**src/hdl/svs_pkg.sv**
```systemverilog
// Constants and types of the supervisor.
// Assumes a single 200 MHz clock domain.
package svs_pkg;

    ////////////////////////////////////////////////////////////////////////
    // Clock and timing
    localparam int unsigned CLK_FREQ_MHZ = 200;
    localparam int unsigned DEG_TIME_NS = 8000;
    localparam int unsigned DEG_CYC = (DEG_TIME_NS * CLK_FREQ_MHZ + 999) / 1000;
    localparam int unsigned IO_STG_TIME_US = 4000;
    localparam int unsigned IO_STG_CYC = IO_STG_TIME_US * CLK_FREQ_MHZ;
    localparam int unsigned RAIL_STG_TIME_US = 3000;
    localparam int unsigned RAIL_STG_CYC = RAIL_STG_TIME_US * CLK_FREQ_MHZ;
    localparam int unsigned DEG_W = 11;
    localparam int unsigned STG_W = 20;

    ////////////////////////////////////////////////////////////////////////
    // Rails
    localparam int unsigned NUM_RAILS = 5;
    localparam int unsigned NUM_EXT = 2;
    localparam int unsigned RAIL_BUCK_ONE = 0;
    localparam int unsigned RAIL_BUCK_TWO = 1;
    localparam int unsigned RAIL_BOOST = 2;
    localparam int unsigned RAIL_EXT_ONE = 3;
    localparam int unsigned RAIL_EXT_TWO = 4;
    localparam int unsigned CHAN_IO = 5;
    localparam int unsigned NUM_CHAN = 6;

    ////////////////////////////////////////////////////////////////////////
    // Status flag vector layout
    localparam int unsigned FLAG_W = 21;
    localparam int unsigned FLAG_IO_SUPPLY_LOW = 0;
    localparam int unsigned FLAG_BATTERY_LOW = 1;
    localparam int unsigned FLAG_REF_WARNING_ONE = 2;
    localparam int unsigned FLAG_REF_WARNING_TWO = 3;
    localparam int unsigned FLAG_REF_FAULT_ONE = 4;
    localparam int unsigned FLAG_REF_FAULT_TWO = 5;
    localparam int unsigned FLAG_RAIL_OV_LSB = 6;
    localparam int unsigned FLAG_RAIL_UV_LSB = 11;
    localparam int unsigned FLAG_RAIL_STG_LSB = 16;

    ////////////////////////////////////////////////////////////////////////
    // Reset values
    localparam logic RESET_DRIVE_RST = 1'b1;
    localparam logic [FLAG_W-1:0] FLAGS_RST = 21'h000000;
    localparam logic [NUM_EXT-1:0] EXT_EN_RST = 2'h0;

    typedef enum {SVS_RUN, SVS_FAULT} svs_mode_t;

endpackage

```
**src/hdl/svs_chan_if.sv**
```systemverilog
// Connection between the supervisor core and one monitor channel.
// Assumes comparator levels are already synchronised to the clock.
`timescale 1ns/1ps
interface svs_chan_if;
    logic en;
    logic ov;
    logic uv;
    logic duv;
    logic ov_det;
    logic uv_det;
    logic stg_det;

    modport mon (input en, input ov, input uv, input duv, output ov_det, output uv_det, output stg_det);
    modport ctl (output en, output ov, output uv, output duv, input ov_det, input uv_det, input stg_det);
endinterface

```
**src/hdl/svs_sync.sv**
```systemverilog
// Two-flop synchroniser for a bus of independent levels.
// Assumes each bit is a slow level; no word coherence is promised.
`timescale 1ns/1ps
module svs_sync #(
    parameter int unsigned W = 1
) (
    // Clock and reset
    input wire logic clk,
    input wire logic rst,
    // Levels
    input wire logic [W-1:0] d,
    output logic [W-1:0] q
);
    logic [W-1:0] meta_ff;
    logic [W-1:0] sync_ff;

    always_ff @(posedge clk or posedge rst) begin
        if (rst) begin
            meta_ff <= '0;
            sync_ff <= '0;
        end else begin
            meta_ff <= d;
            sync_ff <= meta_ff;
        end
    end

    assign q = sync_ff;
endmodule

```
**src/hdl/svs_mon_chan.sv**
```systemverilog
// One monitor channel: deglitch and short-to-ground timers.
// Assumes synchronised comparator levels on the channel interface.
`timescale 1ns/1ps
module svs_mon_chan
    import svs_pkg::*;
#(
    parameter int unsigned STG_CYC = RAIL_STG_CYC,
    parameter bit HAS_DUV = 1'b0
) (
    // Clock and reset
    input wire logic clk,
    input wire logic rst,
    // Channel
    svs_chan_if.mon ch
);
    localparam logic [DEG_W-1:0] DEG_LIM = DEG_W'(DEG_CYC);
    localparam logic [STG_W-1:0] STG_LIM = STG_W'(STG_CYC);

    logic [DEG_W-1:0] ov_cnt_ff;
    logic [DEG_W-1:0] uv_cnt_ff;
    logic [DEG_W-1:0] duv_cnt_ff;
    logic [STG_W-1:0] stg_cnt_ff;

    ////////////////////////////////////////////////////////////////////////
    // deglitch and short-to-ground timers
    always_ff @(posedge clk or posedge rst) begin
        if (rst) begin
            ov_cnt_ff <= '0;
        end else if (!ch.en || !ch.ov) begin
            ov_cnt_ff <= '0;
        end else if (ov_cnt_ff != DEG_LIM) begin
            ov_cnt_ff <= ov_cnt_ff + 1'b1;
        end
    end

    always_ff @(posedge clk or posedge rst) begin
        if (rst) begin
            uv_cnt_ff <= '0;
        end else if (!ch.en || !ch.uv) begin
            uv_cnt_ff <= '0;
        end else if (uv_cnt_ff != DEG_LIM) begin
            uv_cnt_ff <= uv_cnt_ff + 1'b1;
        end
    end

    always_ff @(posedge clk or posedge rst) begin
        if (rst) begin
            duv_cnt_ff <= '0;
        end else if (!HAS_DUV || !ch.en || !ch.duv) begin
            duv_cnt_ff <= '0;
        end else if (duv_cnt_ff != DEG_LIM) begin
            duv_cnt_ff <= duv_cnt_ff + 1'b1;
        end
    end

    always_ff @(posedge clk or posedge rst) begin
        if (rst) begin
            stg_cnt_ff <= '0;
        end else if (!ch.en || !ch.uv) begin
            stg_cnt_ff <= '0;
        end else if (stg_cnt_ff != STG_LIM) begin
            stg_cnt_ff <= stg_cnt_ff + 1'b1;
        end
    end

    ////////////////////////////////////////////////////////////////////////
    // Detection levels, held while the excursion lasts
    assign ch.ov_det = (ov_cnt_ff == DEG_LIM);
    assign ch.uv_det = (uv_cnt_ff == DEG_LIM);
    assign ch.stg_det = (stg_cnt_ff == STG_LIM) || (HAS_DUV && (duv_cnt_ff == DEG_LIM));
endmodule

```
**src/hdl/svs_supervisor.sv**
```systemverilog
// Event logic of a multi-rail supply supervisor:
// supply, rail and reference monitors.
// Assumes raw comparator levels from the analog front end (asynchronous)
// and rail enable requests and flag clears from logic on the same clock.
//
// Overview of operation
// - Io supply over- or undervoltage drives the reset output low.
// - Without a reset event the reset output is released to the pull-up.
// - Io supply below undervoltage for over 4.0 ms raises short-to-ground.
// - Io supply short-to-ground requests hard reset and sets the io low flag.
// - Battery comparator below threshold sets the battery low flag.
// - Converter excursions shorter than deglitch time ignored, longer ones give events.
// - Converter undervoltage beyond 3.0 ms adds a short-to-ground event.
// - First two buck nodes: deep undervoltage past deglitch gives short-to-ground.
// - Monitoring of a rail runs only while that rail is enabled.
// - External rails use same deglitch and short-to-ground timing.
// - External rail overvoltage or short-to-ground turns its enable off.
// - Reference difference warning raises interrupt and sets matching warning flag.
// - Reference difference fault shuts down, enters fault, sets matching fault flag.
`timescale 1ns/1ps
module svs_supervisor
    import svs_pkg::*;
#(
    parameter int unsigned IO_STG_CYCLES = IO_STG_CYC,
    parameter int unsigned RAIL_STG_CYCLES = RAIL_STG_CYC
) (
    // Clock and reset
    input wire logic CLK,
    input wire logic RESET,
    // Io supply and battery comparators
    input wire logic IO_SUPPLY_OV,
    input wire logic IO_SUPPLY_UV,
    input wire logic BATTERY_UV,
    // Rail comparators
    input wire logic [svs_pkg::NUM_RAILS-1:0] RAIL_OV,
    input wire logic [svs_pkg::NUM_RAILS-1:0] RAIL_UV,
    input wire logic [1:0] BUCK_DEEP_UV,
    // Reference difference comparators
    input wire logic [1:0] REF_WARN_CAUSE,
    input wire logic [1:0] REF_FAULT_CAUSE,
    // Rail enables
    input wire logic [svs_pkg::NUM_RAILS-1:0] RAIL_EN_REQ,
    output logic [svs_pkg::NUM_EXT-1:0] EXT_RAIL_EN,
    output logic RAIL_SHUTDOWN,
    // Reset towards the microcontroller
    output logic RESET_OUT_N_O,
    output logic RESET_OUT_N_OE,
    output logic HARD_RESET_REQ,
    // Device state and interrupt
    output logic FAULT_STATE,
    output logic REF_WARN_IRQ,
    // Events
    output logic IO_SUPPLY_STG_EVT,
    output logic [svs_pkg::NUM_RAILS-1:0] RAIL_OV_EVT,
    output logic [svs_pkg::NUM_RAILS-1:0] RAIL_UV_EVT,
    output logic [svs_pkg::NUM_RAILS-1:0] RAIL_STG_EVT,
    // Status flags
    input wire logic [svs_pkg::FLAG_W-1:0] FLAGS_CLR,
    output logic [svs_pkg::FLAG_W-1:0] FLAGS
);
    import svs_pkg::*;

    localparam int unsigned SYNC_W = 3 + 2 * NUM_RAILS + 6;

    logic [SYNC_W-1:0] raw_in;
    logic [SYNC_W-1:0] sync_in;
    logic io_ov_s;
    logic io_uv_s;
    logic bat_uv_s;
    logic [NUM_RAILS-1:0] rail_ov_s;
    logic [NUM_RAILS-1:0] rail_uv_s;
    logic [1:0] duv_s;
    logic [1:0] warn_s;
    logic [1:0] fault_s;

    svs_chan_if ch [NUM_CHAN] ();

    logic [NUM_CHAN-1:0] ch_en;
    logic [NUM_CHAN-1:0] ov_det;
    logic [NUM_CHAN-1:0] uv_det;
    logic [NUM_CHAN-1:0] stg_det;

    svs_mode_t mode_ff;
    logic [NUM_EXT-1:0] ext_en_ff;
    logic [NUM_EXT-1:0] ext_off_ff;
    logic [NUM_EXT-1:0] ext_trip;
    logic [NUM_EXT-1:0] nxt_ext_off;
    logic reset_drive_ff;
    logic io_stg_ff;
    logic hard_req_ff;
    logic [1:0] warn_prev_ff;
    logic warn_irq_ff;
    logic [NUM_RAILS-1:0] ov_evt_ff;
    logic [NUM_RAILS-1:0] uv_evt_ff;
    logic [NUM_RAILS-1:0] stg_evt_ff;
    logic [FLAG_W-1:0] flags_ff;
    logic [FLAG_W-1:0] flag_set;
    logic fault_hit;

    ////////////////////////////////////////////////////////////////////////
    // Comparator synchronisers
    assign raw_in = {REF_FAULT_CAUSE, REF_WARN_CAUSE, BUCK_DEEP_UV, RAIL_UV, RAIL_OV,
                     BATTERY_UV, IO_SUPPLY_UV, IO_SUPPLY_OV};

    svs_sync #(
        .W(SYNC_W)
    ) u_sync (
        .clk(CLK),
        .rst(RESET),
        .d(raw_in),
        .q(sync_in)
    );

    assign io_ov_s = sync_in[0];
    assign io_uv_s = sync_in[1];
    assign bat_uv_s = sync_in[2];
    assign rail_ov_s = sync_in[3 +: NUM_RAILS];
    assign rail_uv_s = sync_in[3 + NUM_RAILS +: NUM_RAILS];
    assign duv_s = sync_in[3 + 2 * NUM_RAILS +: 2];
    assign warn_s = sync_in[5 + 2 * NUM_RAILS +: 2];
    assign fault_s = sync_in[7 + 2 * NUM_RAILS +: 2];

    ////////////////////////////////////////////////////////////////////////
    // Monitor enables
    // monitoring follows rail enable
    always_comb begin
        ch_en = '0;
        ch_en[RAIL_BUCK_ONE] = RAIL_EN_REQ[RAIL_BUCK_ONE] && (mode_ff == SVS_RUN);
        ch_en[RAIL_BUCK_TWO] = RAIL_EN_REQ[RAIL_BUCK_TWO] && (mode_ff == SVS_RUN);
        ch_en[RAIL_BOOST] = RAIL_EN_REQ[RAIL_BOOST] && (mode_ff == SVS_RUN);
        ch_en[RAIL_EXT_ONE] = ext_en_ff[0];
        ch_en[RAIL_EXT_TWO] = ext_en_ff[1];
        ch_en[CHAN_IO] = 1'b1;
    end

    ////////////////////////////////////////////////////////////////////////
    // Monitor channels
    genvar gi;
    generate
        for (gi = 0; gi < NUM_CHAN; gi++) begin : g_chan
            if (gi == CHAN_IO) begin : g_io
                assign ch[gi].ov = io_ov_s;
                assign ch[gi].uv = io_uv_s;
                assign ch[gi].duv = 1'b0;
            end else begin : g_rail
                assign ch[gi].ov = rail_ov_s[gi];
                assign ch[gi].uv = rail_uv_s[gi];
                assign ch[gi].duv = (gi < 2) ? duv_s[gi] : 1'b0;
            end
            assign ch[gi].en = ch_en[gi];
            assign ov_det[gi] = ch[gi].ov_det;
            assign uv_det[gi] = ch[gi].uv_det;
            assign stg_det[gi] = ch[gi].stg_det;

            // io supply uses its own long timer
            svs_mon_chan #(
                .STG_CYC((gi == CHAN_IO) ? IO_STG_CYCLES : RAIL_STG_CYCLES),
                .HAS_DUV(gi < 2)
            ) u_chan (
                .clk(CLK),
                .rst(RESET),
                .ch(ch[gi])
            );
        end
    endgenerate

    ////////////////////////////////////////////////////////////////////////
    // Device mode
    assign fault_hit = |fault_s;

    always_ff @(posedge CLK or posedge RESET) begin
        if (RESET) begin
            mode_ff <= SVS_RUN;
        end else begin
            case (mode_ff)
                SVS_RUN: begin
                    if (fault_hit) begin
                        mode_ff <= SVS_FAULT;
                    end
                end
                SVS_FAULT: begin
                    mode_ff <= SVS_FAULT;
                end
                default: begin
                    mode_ff <= SVS_FAULT;
                end
            endcase
        end
    end

    ////////////////////////////////////////////////////////////////////////
    // External rail enables
    assign ext_trip = ov_det[RAIL_EXT_ONE +: NUM_EXT] | stg_det[RAIL_EXT_ONE +: NUM_EXT];

    // Trip latch clears only when the request is withdrawn; a trip wins
    always_comb begin
        nxt_ext_off = (ext_off_ff & RAIL_EN_REQ[RAIL_EXT_ONE +: NUM_EXT]) | ext_trip;
    end

    always_ff @(posedge CLK or posedge RESET) begin
        if (RESET) begin
            ext_off_ff <= EXT_EN_RST;
        end else begin
            ext_off_ff <= nxt_ext_off;
        end
    end

    always_ff @(posedge CLK or posedge RESET) begin
        if (RESET) begin
            ext_en_ff <= EXT_EN_RST;
        end else if (fault_hit || mode_ff == SVS_FAULT) begin
            ext_en_ff <= '0;
        end else begin
            ext_en_ff <= RAIL_EN_REQ[RAIL_EXT_ONE +: NUM_EXT] & ~nxt_ext_off;
        end
    end

    ////////////////////////////////////////////////////////////////////////
    // Reset output and hard reset
    // io short-to-ground requests hard reset
    always_ff @(posedge CLK or posedge RESET) begin
        if (RESET) begin
            io_stg_ff <= 1'b0;
            hard_req_ff <= 1'b0;
        end else begin
            io_stg_ff <= stg_det[CHAN_IO];
            hard_req_ff <= stg_det[CHAN_IO] && !io_stg_ff;
        end
    end

    // io over- or undervoltage pulls reset low
    always_ff @(posedge CLK or posedge RESET) begin
        if (RESET) begin
            reset_drive_ff <= RESET_DRIVE_RST;
        end else begin
            reset_drive_ff <= ov_det[CHAN_IO] || uv_det[CHAN_IO] || stg_det[CHAN_IO];
        end
    end

    ////////////////////////////////////////////////////////////////////////
    // Reference warning interrupt
    // interrupt on new warning cause
    always_ff @(posedge CLK or posedge RESET) begin
        if (RESET) begin
            warn_prev_ff <= 2'h0;
            warn_irq_ff <= 1'b0;
        end else begin
            warn_prev_ff <= warn_s;
            warn_irq_ff <= |(warn_s & ~warn_prev_ff);
        end
    end

    ////////////////////////////////////////////////////////////////////////
    // Registered rail events
    // events only after deglitch
    always_ff @(posedge CLK or posedge RESET) begin
        if (RESET) begin
            ov_evt_ff <= '0;
            uv_evt_ff <= '0;
            stg_evt_ff <= '0;
        end else begin
            ov_evt_ff <= ov_det[NUM_RAILS-1:0];
            uv_evt_ff <= uv_det[NUM_RAILS-1:0];
            stg_evt_ff <= stg_det[NUM_RAILS-1:0];
        end
    end

    ////////////////////////////////////////////////////////////////////////
    // Status flags
    always_comb begin
        flag_set = '0;
        // io short-to-ground sets io low flag
        flag_set[FLAG_IO_SUPPLY_LOW] = stg_det[CHAN_IO];
        flag_set[FLAG_BATTERY_LOW] = bat_uv_s;
        flag_set[FLAG_REF_WARNING_ONE] = warn_s[0];
        flag_set[FLAG_REF_WARNING_TWO] = warn_s[1];
        flag_set[FLAG_REF_FAULT_ONE] = fault_s[0];
        flag_set[FLAG_REF_FAULT_TWO] = fault_s[1];
        flag_set[FLAG_RAIL_OV_LSB +: NUM_RAILS] = ov_det[NUM_RAILS-1:0];
        flag_set[FLAG_RAIL_UV_LSB +: NUM_RAILS] = uv_det[NUM_RAILS-1:0];
        flag_set[FLAG_RAIL_STG_LSB +: NUM_RAILS] = stg_det[NUM_RAILS-1:0];
    end

    // Set wins over a clear in the same cycle
    always_ff @(posedge CLK or posedge RESET) begin
        if (RESET) begin
            flags_ff <= FLAGS_RST;
        end else begin
            flags_ff <= (flags_ff & ~FLAGS_CLR) | flag_set;
        end
    end

    ////////////////////////////////////////////////////////////////////////
    // Outputs
    assign EXT_RAIL_EN = ext_en_ff;
    assign RAIL_SHUTDOWN = (mode_ff == SVS_FAULT);
    assign FAULT_STATE = (mode_ff == SVS_FAULT);
    assign RESET_OUT_N_O = 1'b0;
    assign RESET_OUT_N_OE = reset_drive_ff;
    assign HARD_RESET_REQ = hard_req_ff;
    assign REF_WARN_IRQ = warn_irq_ff;
    assign IO_SUPPLY_STG_EVT = io_stg_ff;
    assign RAIL_OV_EVT = ov_evt_ff;
    assign RAIL_UV_EVT = uv_evt_ff;
    assign RAIL_STG_EVT = stg_evt_ff;
    assign FLAGS = flags_ff;
endmodule

```
**config.mk**
```make
export PLATFORM = sky130hd
export DESIGN_NAME = svs_supervisor
export DESIGN_NICKNAME = d
export VERILOG_FILES = /design/src/hdl/svs_pkg.sv /design/src/hdl/svs_chan_if.sv /design/src/hdl/svs_sync.sv /design/src/hdl/svs_mon_chan.sv /design/src/hdl/svs_supervisor.sv
export SDC_FILE = /design/constraint.sdc
export NUM_CORES = 1
export LEC_CHECK = 0
export ABC_AREA = 0
export ABC_CLOCK_PERIOD_IN_PS = 11400
export BUFFER_PORTS_ARGS = -buffer_cell sky130_fd_sc_hd__buf_2
export CORE_AREA = 4 4 210 212
export DETAILED_ROUTE_END_ITERATION = 10
export DIE_AREA = 0 0 214 216
export GPL_ROUTABILITY_DRIVEN = 0
export GPL_TIMING_DRIVEN = 0
export PLACE_DENSITY = 0.54
export SETUP_SLACK_MARGIN = 0.1
export SLEW_MARGIN = 20
export SYNTH_ARGS = -nofsm -noshare
export SYNTH_HDL_FRONTEND = slang
export SYNTH_SLANG_ARGS = --single-unit
```
**constraint.sdc**
```tcl
create_clock -name CLK -period 11.4 [get_ports CLK]
set_input_delay 0.57 -clock CLK [delete_from_list [all_inputs] [get_ports CLK]]
set_output_delay 0.57 -clock CLK [all_outputs]
set_load 0.005 [all_outputs]
```
# ---- Word-level counts from Yosys, hierarchy flattened
# Cells that the tools add are included.
dict set report word_totals {
  regBits 390
  input_bits 47
  output_inout_bits 45
  wordCells 212
}
dict set report classes {
  n_addsub 20
  eq_ne 45
  mux 43
  bitwise_logic 10
  n_reduce_logical 60
}
# operator count
set op_table {}
lappend op_table {{11-bit two-way mux} 28}
lappend op_table {{20-bit two-way mux} 12}
lappend op_table {{11-bit by 1-bit adder with 11-bit output (second input constant)} 14}
lappend op_table {{11-bit equality test (second input constant)} 14}
lappend op_table {{11-bit != test (second input constant)} 14}
lappend op_table {{20-bit by 1-bit adder with 20-bit output (second input constant)} 6}
lappend op_table {{20-bit equality test (second input constant)} 6}
lappend op_table {{20-bit != test (second input constant)} 6}
lappend op_table {{32-bit zero test} 2}
lappend op_table {{32-bit two-way mux} 2}
lappend op_table {{2-bit nonzero test} 17}
lappend op_table {{32-bit by 2-bit equality test with 1-bit output (second input constant)} 1}
lappend op_table {{21-bit AND} 1}
lappend op_table {{21-bit inverter} 1}
lappend op_table {{21-bit bitwise OR} 1}
lappend op_table {{1-bit zero test} 18}
lappend op_table {{1-bit logical OR} 17}
lappend op_table {{2-bit AND} 3}
lappend op_table {{2-bit by 1-bit != test with 1-bit output (second input constant)} 3}
lappend op_table {{1-bit logical AND} 4}
lappend op_table {{2-bit inverter} 2}
lappend op_table {{2-bit bitwise OR} 2}
lappend op_table {{2-bit OR reduction} 2}
lappend op_table {{2-bit two-way mux} 1}
lappend op_table {{2-bit != test (second input constant)} 1}

# ---- Logic depth before layout (Yosys ltp)
# Gate-level depths: netlist of run 1.
dict set report depth {
  depth_word 6
  depth_mapped 6
  ltp_nobuf 6
}

# ---- By module
# From an unflattened synthesis of run 1, not the netlist that was laid out.
dict set report hier_totals {
  cells_unflattened 1641
  hier_area_um2 16648.5
}
# module instances cells_per_inst area_each_um2 seq_area_each_um2
set modules_own_cells {}
lappend modules_own_cells {{svs_mon_chan (g_chan[0].u_chan ...)} 2 282 2681.3 1326.3}
lappend modules_own_cells {{svs_mon_chan (g_chan[3].u_chan ...)} 2 234 2189.6 1051.0}
lappend modules_own_cells {{svs_mon_chan (g_chan[2].u_chan)} 1 236 2212.1 1051.0}
lappend modules_own_cells {{svs_mon_chan (g_chan[5].u_chan)} 1 225 2174.6 1051.0}
lappend modules_own_cells {svs_supervisor 1 109 1565.3 1177.4}
lappend modules_own_cells {svs_sync 1 39 954.7 950.9}

# ---- Worst setup path after synthesis of run 1
# OpenSTA, ideal clock, no wires.
dict set report synth_timing {
  path_kind {register to register}
  start {register g_chan[0].u_chan.stg_cnt_ff[1]}
  end {register g_chan[0].u_chan.stg_cnt_ff[16]}
  setup_ns 0.066
  t_arrival_ns 1.886
  t_required_ns 11.334
  setup_slack_ns 9.448
  stages_incl_launch_ff 7
  n_path_buf 1
  period_less_slack_ns 1.952
  path_cell_list {dfrtp_1 -> ha_1 -> nand3_2 -> or4_1 -> clkbuf_1 -> or4_1 -> nand2_1}
}
dict set report synth_between {
  elab_chain_len 3
  word_cells_on_any_way 5
  cone_classes {add/sub: 1; eq/ne: 1; mux: 2; reduce/logical: 1}
}
# element line_no
set synth_lines {}
lappend synth_lines {{from (decl)} svs_mon_chan.sv:22} ;# logic [STG_W-1:0] stg_cnt_ff;
lappend synth_lines {{from (signal assigned)} svs_mon_chan.sv:62} ;# stg_cnt_ff <= stg_cnt_ff + 1'b1;
lappend synth_lines {{20-bit by 1-bit adder with 20-bit output} svs_mon_chan.sv:62}
lappend synth_lines {{20-bit two-way mux} svs_mon_chan.sv:61} ;# end else if (stg_cnt_ff != STG_LIM) begin
lappend synth_lines {{20-bit two-way mux} svs_mon_chan.sv:59} ;# end else if (!ch.en || !ch.uv) begin
# Several ways; a longest one is shown, not always the timed one. The select of a mux whose other input is x is not followed.
# A chain may end at the register's enable or synchronous reset.

# ---- Worst setup path in the final report of run 1
dict set report layout_timing {
  start {register g_chan[0].u_chan.stg_cnt_ff[1]}
  end {register g_chan[0].u_chan.stg_cnt_ff[14]}
}
# The elaborated chain is that of the path after synthesis.

==> results.json, run 1 <==
{
  "outcome": "complete, no violations",
  "row_count": 75,
  "synth_largest_area_cell": "dfrtp_1",
  "ios": 92,
  "routed_wl_um": 33000,
  "switching_share_pct": 20.2,
  "power.share.combinational_pct": 1.9,
  "vias": 12200,
  "synth_top_area_share_pct": 53.6,
  "peakVddDrop_mv": 0.101,
  "firstDrtPassIters": 5,
  "grt_setup_unrepaired": "no",
  "cts_hold_buffers": 0,
  "grt_usage_pct": 14.6,
  "final_nets": 1871,
  "power.switching_mw": 0.571,
  "synth_area_um2": 16700,
  "worst_setup_path_start_kind": "flop",
  "r2r_setup_slack_ns": 9.23,
  "root_buffer": "clkbuf_16",
  "grt_pass1_vias": 12100,
  "arrival_ns": 2.65,
  "pwr-share-clk_pct": 52.3,
  "finalHoldViolations": 0,
  "drc_errors": 0,
  "placed_cell_area_um2": 18000,
  "r2r_start": "g_chan[0].u_chan.stg_cnt_ff[1]",
  "ys_seq_area_share_pct": 53.8,
  "yosys-top-cells-area": "dfrtp_1, xnor2_1, nor2_1",
  "r2r-end": "g_chan[0].u_chan.stg_cnt_ff[14]",
  "fin_ws_ns": 9.23,
  "drive_gt1_share_pct": 10.5,
  "grt_max_degree": 89,
  "numClockSinks": 359,
  "port_buffers": 90,
  "cp.required_ns": 11.88,
  "antenna_found_initial": 2,
  "htreeDepth": 2,
  "avgRoutedWirePerCell_um": 14.0,
  "max_cap_viol_count": 0,
  "syn_inst": 1646,
  "initial_core_util_pct": 39.8,
  "min_path_type": "in2async",
  "place_ws_ns": 9.23,
  "ys_ff_latch": 359,
  "cts_made_buffers": 42,
  "core_um2": 41900,
  "synthArstFlopShare_pct": 100,
  "worstMarginPinSlew_ns": 1.01,
  "seqPwrFrac_pct": 45.8,
  "vias_per_cell": 5.16,
  "ys.flop_type": "dfrtp_1",
  "ctsResizeCount": 0,
  "crit_path_max_fanout": 7,
  "post-cts-setup-buffers": 0,
  "seqCellArea_um2": 8980,
  "clock_latency_ns": 0.54,
  "die_w_um": 214,
  "multi_input_area_um2": 7220,
  "postRouteAntennaNets": 0,
  "period_share_pct": 19.0,
  "clk_path_buf_depth": 3,
  "synth_edf_count": 0,
  "synth_area_per_cell_um2": 10.2,
  "power_mw": 2.82,
  "dp_hpwl_um": 21900,
  "path_class": "reg2reg",
  "p_leak_nw": 8.23,
  "grt-ovfl-total": 0,
  "die_h_um": 216,
  "fillers": 3917,
  "die_area_um2": 46200,
  "yosys_warnings": 0,
  "syn-num-nets": 1733,
  "synth_cell_types": 58,
  "relSlewSlack_pct": 31.7,
  "grt_first_pass_wirelength_um": 58700,
  "setup_viol": 0,
  "maxSlewViolCount": 0,
  "cp-end-kind": "flop",
  "first_iter_violations": 722,
  "tritoncts": "yes",
  "p_int_mw": 2.25,
  "min_period_ns": 2.17,
  "clk_pin_slew_ns": 0.06,
  "diodes": 0,
  "synthToLayoutAreaGrowth_pct": 16.8,
  "finalInstanceArea_um2": 19500,
  "p_per_area_nw_per_um2": 145,
  "skew_ns": 0.0128,
  "reg2regPathDepth": 6,
  "timing.fmax_mhz": 461
}
## power by group through the flow
stage,logic [mW],registers (mW),clock network [mW]
2_1_floorplan,0.0297,1.31,0
3_3_place_gp,0.0501,1.32,0
3_5_place_dp,0.0560,1.32,0
4_1_cts,0.0562,1.29,1.53
5_1_grt,0.0631,1.29,1.59
6_report,0.0526,1.29,1.48
## cells in the mapped netlist, types with 19 or more instances
library cell,instances
o21ai_0,73
and2_1,28
xnor2_1,86
clkbuf_1,32
dfrtp_1,358
nand4_1,63
a21oi_1,74
and3_1,19
mux2i_1,22
nand2b_1,22
nand2_1,117
ha_1,40
inv_1,91
nand3_1,97
nor4b_1,31
nand3b_1,23
nor2_1,160
nor3_1,47
or3_1,54
xor2_1,66
## worst max path at each step
stage,from,cells past startpoint,to
finish,g_chan[0].u_chan.stg_cnt_ff[1],6,g_chan[0].u_chan.stg_cnt_ff[14]
detailed placement,g_chan[0].u_chan.stg_cnt_ff[1],6,g_chan[0].u_chan.stg_cnt_ff[14]
floorplan,RESET,1,EXT_RAIL_EN[0]
global placement,RESET,2,FLAGS[5]
CTS,mode_ff[0],5,g_chan[1].u_chan.stg_cnt_ff[10]
global route,mode_ff[0],5,g_chan[1].u_chan.uv_cnt_ff[5]
## cells in the final DEF (no fill, tap or decap), drive strengths merged, types with 40 or more instances in the layout
cell type	instances
clkbuf	94
ha	40
or3	55
buf	103
nand3	98
nor3	47
dfrtp	358
xnor2	86
xor2	66
o21ai	73
nand2	117
inv	91
nor2	160
nand4	64
a21oi	74
## sequential cells by signal (all words and copies together) (netlist names)
signal,cells
warn_prev_ff,2
REF_WARN_IRQ,1
IO_SUPPLY_STG_EVT,1
g_chan.u_chan.stg_cnt_ff,120
g_chan.u_chan.duv_cnt_ff,22
u_sync.q,19
RESET_OUT_N_OE,1
ext_off_ff,2
mode_ff,1
RAIL_OV_EVT,5
RAIL_UV_EVT,5
HARD_RESET_REQ,1
g_chan.u_chan.uv_cnt_ff,66
RAIL_STG_EVT,5
EXT_RAIL_EN,2
FLAGS,21
u_sync.meta_ff,19
g_chan.u_chan.ov_cnt_ff,66
## metal layers
| metal | vias to the layer above | wire (um) | track usage [%] |
|---|---|---|---|
| met5 | - | 12 | 0 |
| met4 | 2 | 706 | 4.50 |
| met3 | 46 | 1240 | 2.88 |
| met2 | 166 | 14500 | 22.8 |
| met1 | 5889 | 16500 | 20.8 |
| li1 | 6048 | - | - |
## through the flow
| step | hold WS (ns) | setup TNS (ns) | utilization [%] | instances |
|---|---|---|---|---|
| global placement | 0.331 | -1291.19 | 42.5 | 2275 |
| detailed placement | 0.335 | 0 | 42.8 | 2279 |
| CTS | 0.000459 | 0 | 46.5 | 2357 |
| floorplan | 0.331 | 0 | - | 1646 |
| global route | 0.0236 | 0 | 46.5 | 2357 |
| finish | 0.0150 | 0 | 46.5 | 2357 |
## critical path, cell delays in order, from the launching register on
cell and delay [ns]:
dfrtp_1 0.44, ha_1 0.22, nand3_2 0.15, or4_1 0.52, clkbuf_1 0.20, or4_1 0.50
nand2_1 0.08
## layout make-up
cell class,count,area share [%]
timing repair buffer,94,2.87
clock inverter,16,1.32
clock buffer,62,6.66
tap,539,3.46
sequential,359,46.0
multi-input combinational,1155,37.0
inverter,91,1.79
buffer,41,0.872
## cells by family (layout without fill, tap and decap cells)
logic type,Yosys count,after routing,synth area share [%]
muxes,23,23,1.39
and+or+nand+nor,741,741,24.1
buffers and inverters,132,304,3.06
DFF,359,359,53.8
xor gates and xnor gates,152,152,7.97
AOI/OAI and AO/OA,198,198,6.75
adders and majority gates,40,40,2.99
other,1,1,0.0224
Power figures use the tool's default switching activity.
==> run 2, diff against run 1 <==
ABC_CLOCK_PERIOD_IN_PS = 1800   (was 11400)
PLACE_DENSITY = 0.56   (was 0.54)
clock period = 1.8 ns   (was 11.4 ns; I/O delays follow)
==> run 2 against run 1 <==
  * The flow now finishes with violations (negative setup slack)
  * Wire length up 8.7%
  * Final cell count grew 6.5%
  * Total power increased to 6.0 times the previous value
  * Highest routed layer is now met4
  * Design area up 8.9%
  * Worst hold slack better by 0.10 ns
  * Register-to-register slack lost 9.3 ns
==> results.json, run 2 (synthesis gave the netlist of run 1 again) <==
{
  "fillers": 3715,
  "vias": 12900,
  "arrival_ns": 2.37,
  "numClockSinks": 359,
  "finalHoldViolations": 0,
  "peakVddDrop_mv": 0.576,
  "grt_first_pass_wirelength_um": 61000,
  "grt_pass1_vias": 12600,
  "final_nets": 2030,
  "drc_errors": 0,
  "largest_reg_flops": 120,
  "maxSlewViolCount": 0,
  "first_iter_violations": 662,
  "outcome": "finished with violations",
  "fin_ws_ns": -0.0856,
  "violations": "negative setup slack",
  "slowest_stage": "or4b_1",
  "min_period_ns": 1.89,
  "die_area_um2": 46200,
  "power_mw": 16.9,
  "path_cells": "nand4_1 -> or4b_1 -> buf_6 -> or4_4 -> a21oi_2",
  "antenna_found_initial": 0,
  "grt-ovfl-total": 0,
  "setup_viol": 9,
  "min_path_type": "in2async",
  "p_per_area_nw_per_um2": 794,
  "cp-end-kind": "flop",
  "port_buffers": 90,
  "cts_made_buffers": 41,
  "tritoncts": "yes",
  "grt_setup_unrepaired": "yes",
  "finalInstanceArea_um2": 21300,
  "mostFrequentLayoutCells": "dfrtp_1, nor2_1, nand2_1, buf_4, nand3_1",
  "clk_path_buf_depth": 3,
  "worst_setup_path_start_kind": "flop",
  "skew_ns": 0.0194,
  "row_count": 75,
  "root_buffer": "clkbuf_16",
  "dp_hpwl_um": 22500,
  "layout_commonest_cell": "dfrtp_1",
  "avgRoutedWirePerCell_um": 14.3,
  "relSlewSlack_pct": 62.3,
  "period_share_pct": 105,
  "p_leak_nw": 9.12,
  "clk_pin_slew_ns": 0.06,
  "firstDrtPassIters": 5,
  "die_h_um": 216,
  "timing.fmax_mhz": 530,
  "postRouteAntennaNets": 0,
  "reg_top3": "g_chan.u_chan.stg_cnt_ff x120, g_chan.u_chan.ov_cnt_ff x66, g_chan.u_chan.uv_cnt_ff x66",
  "die_w_um": 214,
  "crit_path_max_incr_delay_ns": 0.55,
  "place_ws_ns": -0.394,
  "crit_path_max_fanout": 4,
  "drive_gt1_share_pct": 20.0,
  "ios": 92,
  "routed_wl_um": 35800,
  "cp.required_ns": 2.28,
  "path_class": "reg2reg",
  "dp_cells": 2287,
  "largest-register": "g_chan.u_chan.stg_cnt_ff",
  "worstMarginPinSlew_ns": 0.566,
  "diodes": 0,
  "core_um2": 41900,
  "synthToLayoutAreaGrowth_pct": 27.2,
  "hold_ws_ns": 0.119,
  "initial_core_util_pct": 39.8,
  "finalNonFillerCells": 2510,
  "vias_per_cell": 5.13,
  "grt_usage_pct": 15.3,
  "grt_max_degree": 33,
  "placed_cell_area_um2": 18200,
  "clock_latency_ns": 0.55,
  "htreeDepth": 2,
  "max_cap_viol_count": 0
}
==> run 2: cell count changes in the layout (fill, tap and decap cells not counted), moves of 9 or more <==
cell           delta
a21oi_1          -14
dfrtp_2          +19
buf_4            +98
dlygate4sd3_1    +46
dfrtp_1          -19
or3_4             +9
buf_12           +12
a21oi_2          +14
==> run 2: metrics by stage <==
step	utilization, %	TNS (ns)
3_5_place_dp	43.3	-18.56
6_report	50.7	-0.248
3_3_place_gp	42.7	-1974.29
5_1_grt	50.7	-1.22
2_1_floorplan	-	-1112.17
4_1_cts	49.6	-0.119
==> run 2: critical path: cells and delay by family, from the launching register on <==
| family | cells | cell delay, ns |
|---|---|---|
| AO/OA/AOI/OAI | 1 | 0.14 |
| buffers and inverters | 1 | 0.15 |
| flip-flops | 1 | 0.37 |
| AND/OR/NAND/NOR | 3 | 1.15 |
==> run 2: timing repair <==
item / CTS / global route
resized for setup: 70 / 76
endpoints found under the hold margin: 102 / 0
hold buffers: 47 / 0
setup buffers: 76 / 30
pin swaps: 33 / 30
endpoints found under the setup margin: 138 / 122
==> run 2: final cells by class <==
class | instances | area [um2] | share of cell area, %
Tap cell | 539 | 674 | 3.17
Clock inverter | 7 | 96.3 | 0.453
Timing Repair Buffer | 254 | 2010 | 9.47
Buffer | 41 | 249 | 1.17
Clock buffer | 64 | 1220 | 5.75
Inverter | 91 | 348 | 1.64
Multi-Input combinational cell | 1155 | 7650 | 36.0
Sequential cell | 359 | 9010 | 42.4
==> run 2: routing by layer <==
metal | wire length [um] | up-vias | GRT usage (%)
met5 | 0 | - | 0
met4 | 857 | 0 | 5.21
met3 | 1300 | 66 | 2.62
met2 | 16700 | 186 | 24.3
met1 | 17000 | 6276 | 21.3
li1 | - | 6351 | -
==> run 2: power breakdown <==
part,leakage (nW),switching (mW),internal [mW]
registers,4.86,0.0436,8.14
logic,3.61,0.252,0.221
clock network,0.648,3.29,4.94
total,9.12,3.59,13.3
==> run 2: worst paths after layout <==
kind	startpoint	endpoint	slack [ns]	cells after the start
max	g_chan[1].u_chan.stg_cnt_ff[4]	g_chan[1].u_chan.stg_cnt_ff[17]	-0.09	5
min	RESET	u_sync.meta_ff[0]	0.12	4
max reg2reg	g_chan[1].u_chan.stg_cnt_ff[4]	g_chan[1].u_chan.stg_cnt_ff[17]	-0.09	5
min reg2reg	u_sync.meta_ff[8]	u_sync.q[8]	0.34	0
max in group asynchronous	RESET	g_chan[2].u_chan.stg_cnt_ff[3]	0.34	9
min in group CLK	BUCK_DEEP_UV[1]	u_sync.meta_ff[14]	0.18	2
==> run 3, diff against run 2 <==
BUFFER_PORTS_ARGS = -buffer_cell sky130_fd_sc_hd__buf_4   (was -buffer_cell sky130_fd_sc_hd__buf_2)
CTS_BUF_LIST = sky130_fd_sc_hd__clkbuf_4   (was not set)
==> run 3 against run 2 <==
  * The run still ends with negative setup slack left
  * Design area up 3.8%
  * Utilization up 1.9 points
  * Setup slack worse by 0.042 ns
  * Worst hold slack worse by 0.0063 ns
  * Global-route usage up 0.73 points
  * Non-clock buffer count up 48
  * Total power down 3.5%
  * Register-to-register slack worse by 0.04 ns
  * Critical path depth down 1
  * Sequential share of layout area down 1.5 points
  * Sequential power about the same
  * Clock skew up 0.017 ns
  * Critical path type unchanged
  * Largest cell class unchanged
==> results.json, run 3 (synthesis gave the netlist of run 1 again) <==
{
  "row_count": 75,
  "port_buffers": 90,
  "synthToLayoutAreaGrowth_pct": 32.1,
  "arrival_ns": 2.56,
  "worst_setup_path_start_kind": "flop",
  "core_um2": 41900,
  "startpoint": "g_chan[4].u_chan.stg_cnt_ff[5]",
  "postRouteAntennaNets": 0,
  "maxSlewViolCount": 0,
  "root_buffer": "clkbuf_4",
  "finalNonFillerCells": 2669,
  "skew_ns": 0.0360,
  "place_ws_ns": -0.428,
  "drc_errors": 0,
  "grt_pass1_vias": 13500,
  "grt-ovfl-total": 0,
  "worstMarginPinSlew_ns": 0.662,
  "numClockSinks": 359,
  "antenna_found_initial": 2,
  "p_per_area_nw_per_um2": 738,
  "ios": 92,
  "max_cap_viol_count": 0,
  "placed_cell_area_um2": 18400,
  "finalHoldViolations": 0,
  "vias_per_cell": 5.05,
  "setup_viol": 13,
  "final_nets": 2137,
  "r2r_start": "g_chan[4].u_chan.stg_cnt_ff[5]",
  "outcome": "finished with violations",
  "largest-register": "g_chan.u_chan.stg_cnt_ff",
  "min_from": "RAIL_EN_REQ[3]",
  "grt_max_degree": 35,
  "initial_core_util_pct": 39.8,
  "clk_path_buf_depth": 3,
  "routed_wl_um": 37100,
  "cp-end-kind": "flop",
  "drive_gt1_share_pct": 25.3,
  "tritoncts": "yes",
  "p_leak_nw": 9.53,
  "min_path_type": "in2reg",
  "dp_cells": 2288,
  "reg_top3": "g_chan.u_chan.stg_cnt_ff x120, g_chan.u_chan.ov_cnt_ff x66, g_chan.u_chan.uv_cnt_ff x66",
  "period_share_pct": 107,
  "cts_made_buffers": 100,
  "die_h_um": 216,
  "fin_ws_ns": -0.128,
  "largest_reg_flops": 120,
  "min_period_ns": 1.93,
  "die_area_um2": 46200,
  "mostFrequentLayoutCells": "dfrtp_1, buf_4, nor2_1, clkbuf_4, nand2_1",
  "die_w_um": 214,
  "avgRoutedWirePerCell_um": 13.9,
  "first_iter_violations": 661,
  "grt_first_pass_wirelength_um": 63900,
  "dp_hpwl_um": 22600,
  "grt_usage_pct": 16.0,
  "relSlewSlack_pct": 55.8,
  "grt_setup_unrepaired": "yes",
  "timing.fmax_mhz": 519,
  "cp.required_ns": 2.44,
  "htreeDepth": 3,
  "finalInstanceArea_um2": 22100,
  "clk_pin_slew_ns": 0.07,
  "crit_path_max_fanout": 4,
  "peakVddDrop_mv": 0.388,
  "layout_commonest_cell": "dfrtp_1",
  "clock_latency_ns": 0.77,
  "vias": 13500,
  "path_class": "reg2reg",
  "firstDrtPassIters": 4,
  "final_core_util_pct": 52.6,
  "violations": "negative setup slack"
}
==> run 3: layer usage <==
metal	up-vias	share of wire, %	GRT usage, %
li1	6617	-	-
met1	6592	47	21.3
met2	207	48	25.7
met3	66	3.5	3.68
met4	0	2.0	5.71
met5	-	0	0
==> run 3: final timing paths <==
kind	cells past startpoint	slack, ns	to
min in group asynchronous	5	0.57	g_chan[4].u_chan.stg_cnt_ff[7]
worst min register to register	0	0.33	u_sync.q[4]
max in group asynchronous	9	0.20	g_chan[1].u_chan.stg_cnt_ff[6]
worst max-delay path	4	-0.13	g_chan[4].u_chan.stg_cnt_ff[0]
worst min-delay path	3	0.11	ext_off_ff[0]
worst max register to register	4	-0.13	g_chan[4].u_chan.stg_cnt_ff[0]
==> run 3: power by group <==
| part | switching [mW] | internal (mW) |
|---|---|---|
| logic | 0.267 | 0.298 |
| clock network | 3.43 | 4.11 |
| registers | 0.0453 | 8.14 |
==> run 3: final cells by class <==
cell class,count,area [um2]
diodes,3,7.51
plain buffers,41,260
clock buffers,152,1140
clock inverters,27,155
fillers,3734,19900
inverters,91,348
multi-input cells,1155,7760
flip-flops and latches,359,9020
well taps,539,674
repair buffers,302,2710
==> run 3: what timing repair did <==
item,CTS,global route
gates cloned,0,0
pin swaps,36,44
resized for setup,79,117
setup buffers,80,37
hold endpoints to repair,270,0
hold buffers,82,0
endpoints found under the setup margin,146,113
==> run 3: through the flow <==
stage          power [mW]  hold WS (ns)   TNS, ns
3_5_place_dp         8.77         0.103    -21.65
6_report             16.3         0.113    -0.547
4_1_cts              16.7        0.0127    -0.240
2_1_floorplan        8.52         0.121  -1112.17
3_3_place_gp         8.69         0.200  -1957.51
5_1_grt              17.2        0.0301     -2.14
==> run 3: worst max-delay path, cell delays in order (launching register included) <==
cell	delay, ns
dfrtp_1	0.42
or4b_4	0.51
or4_4	0.57
nor3_1	0.21
nor3_2	0.08
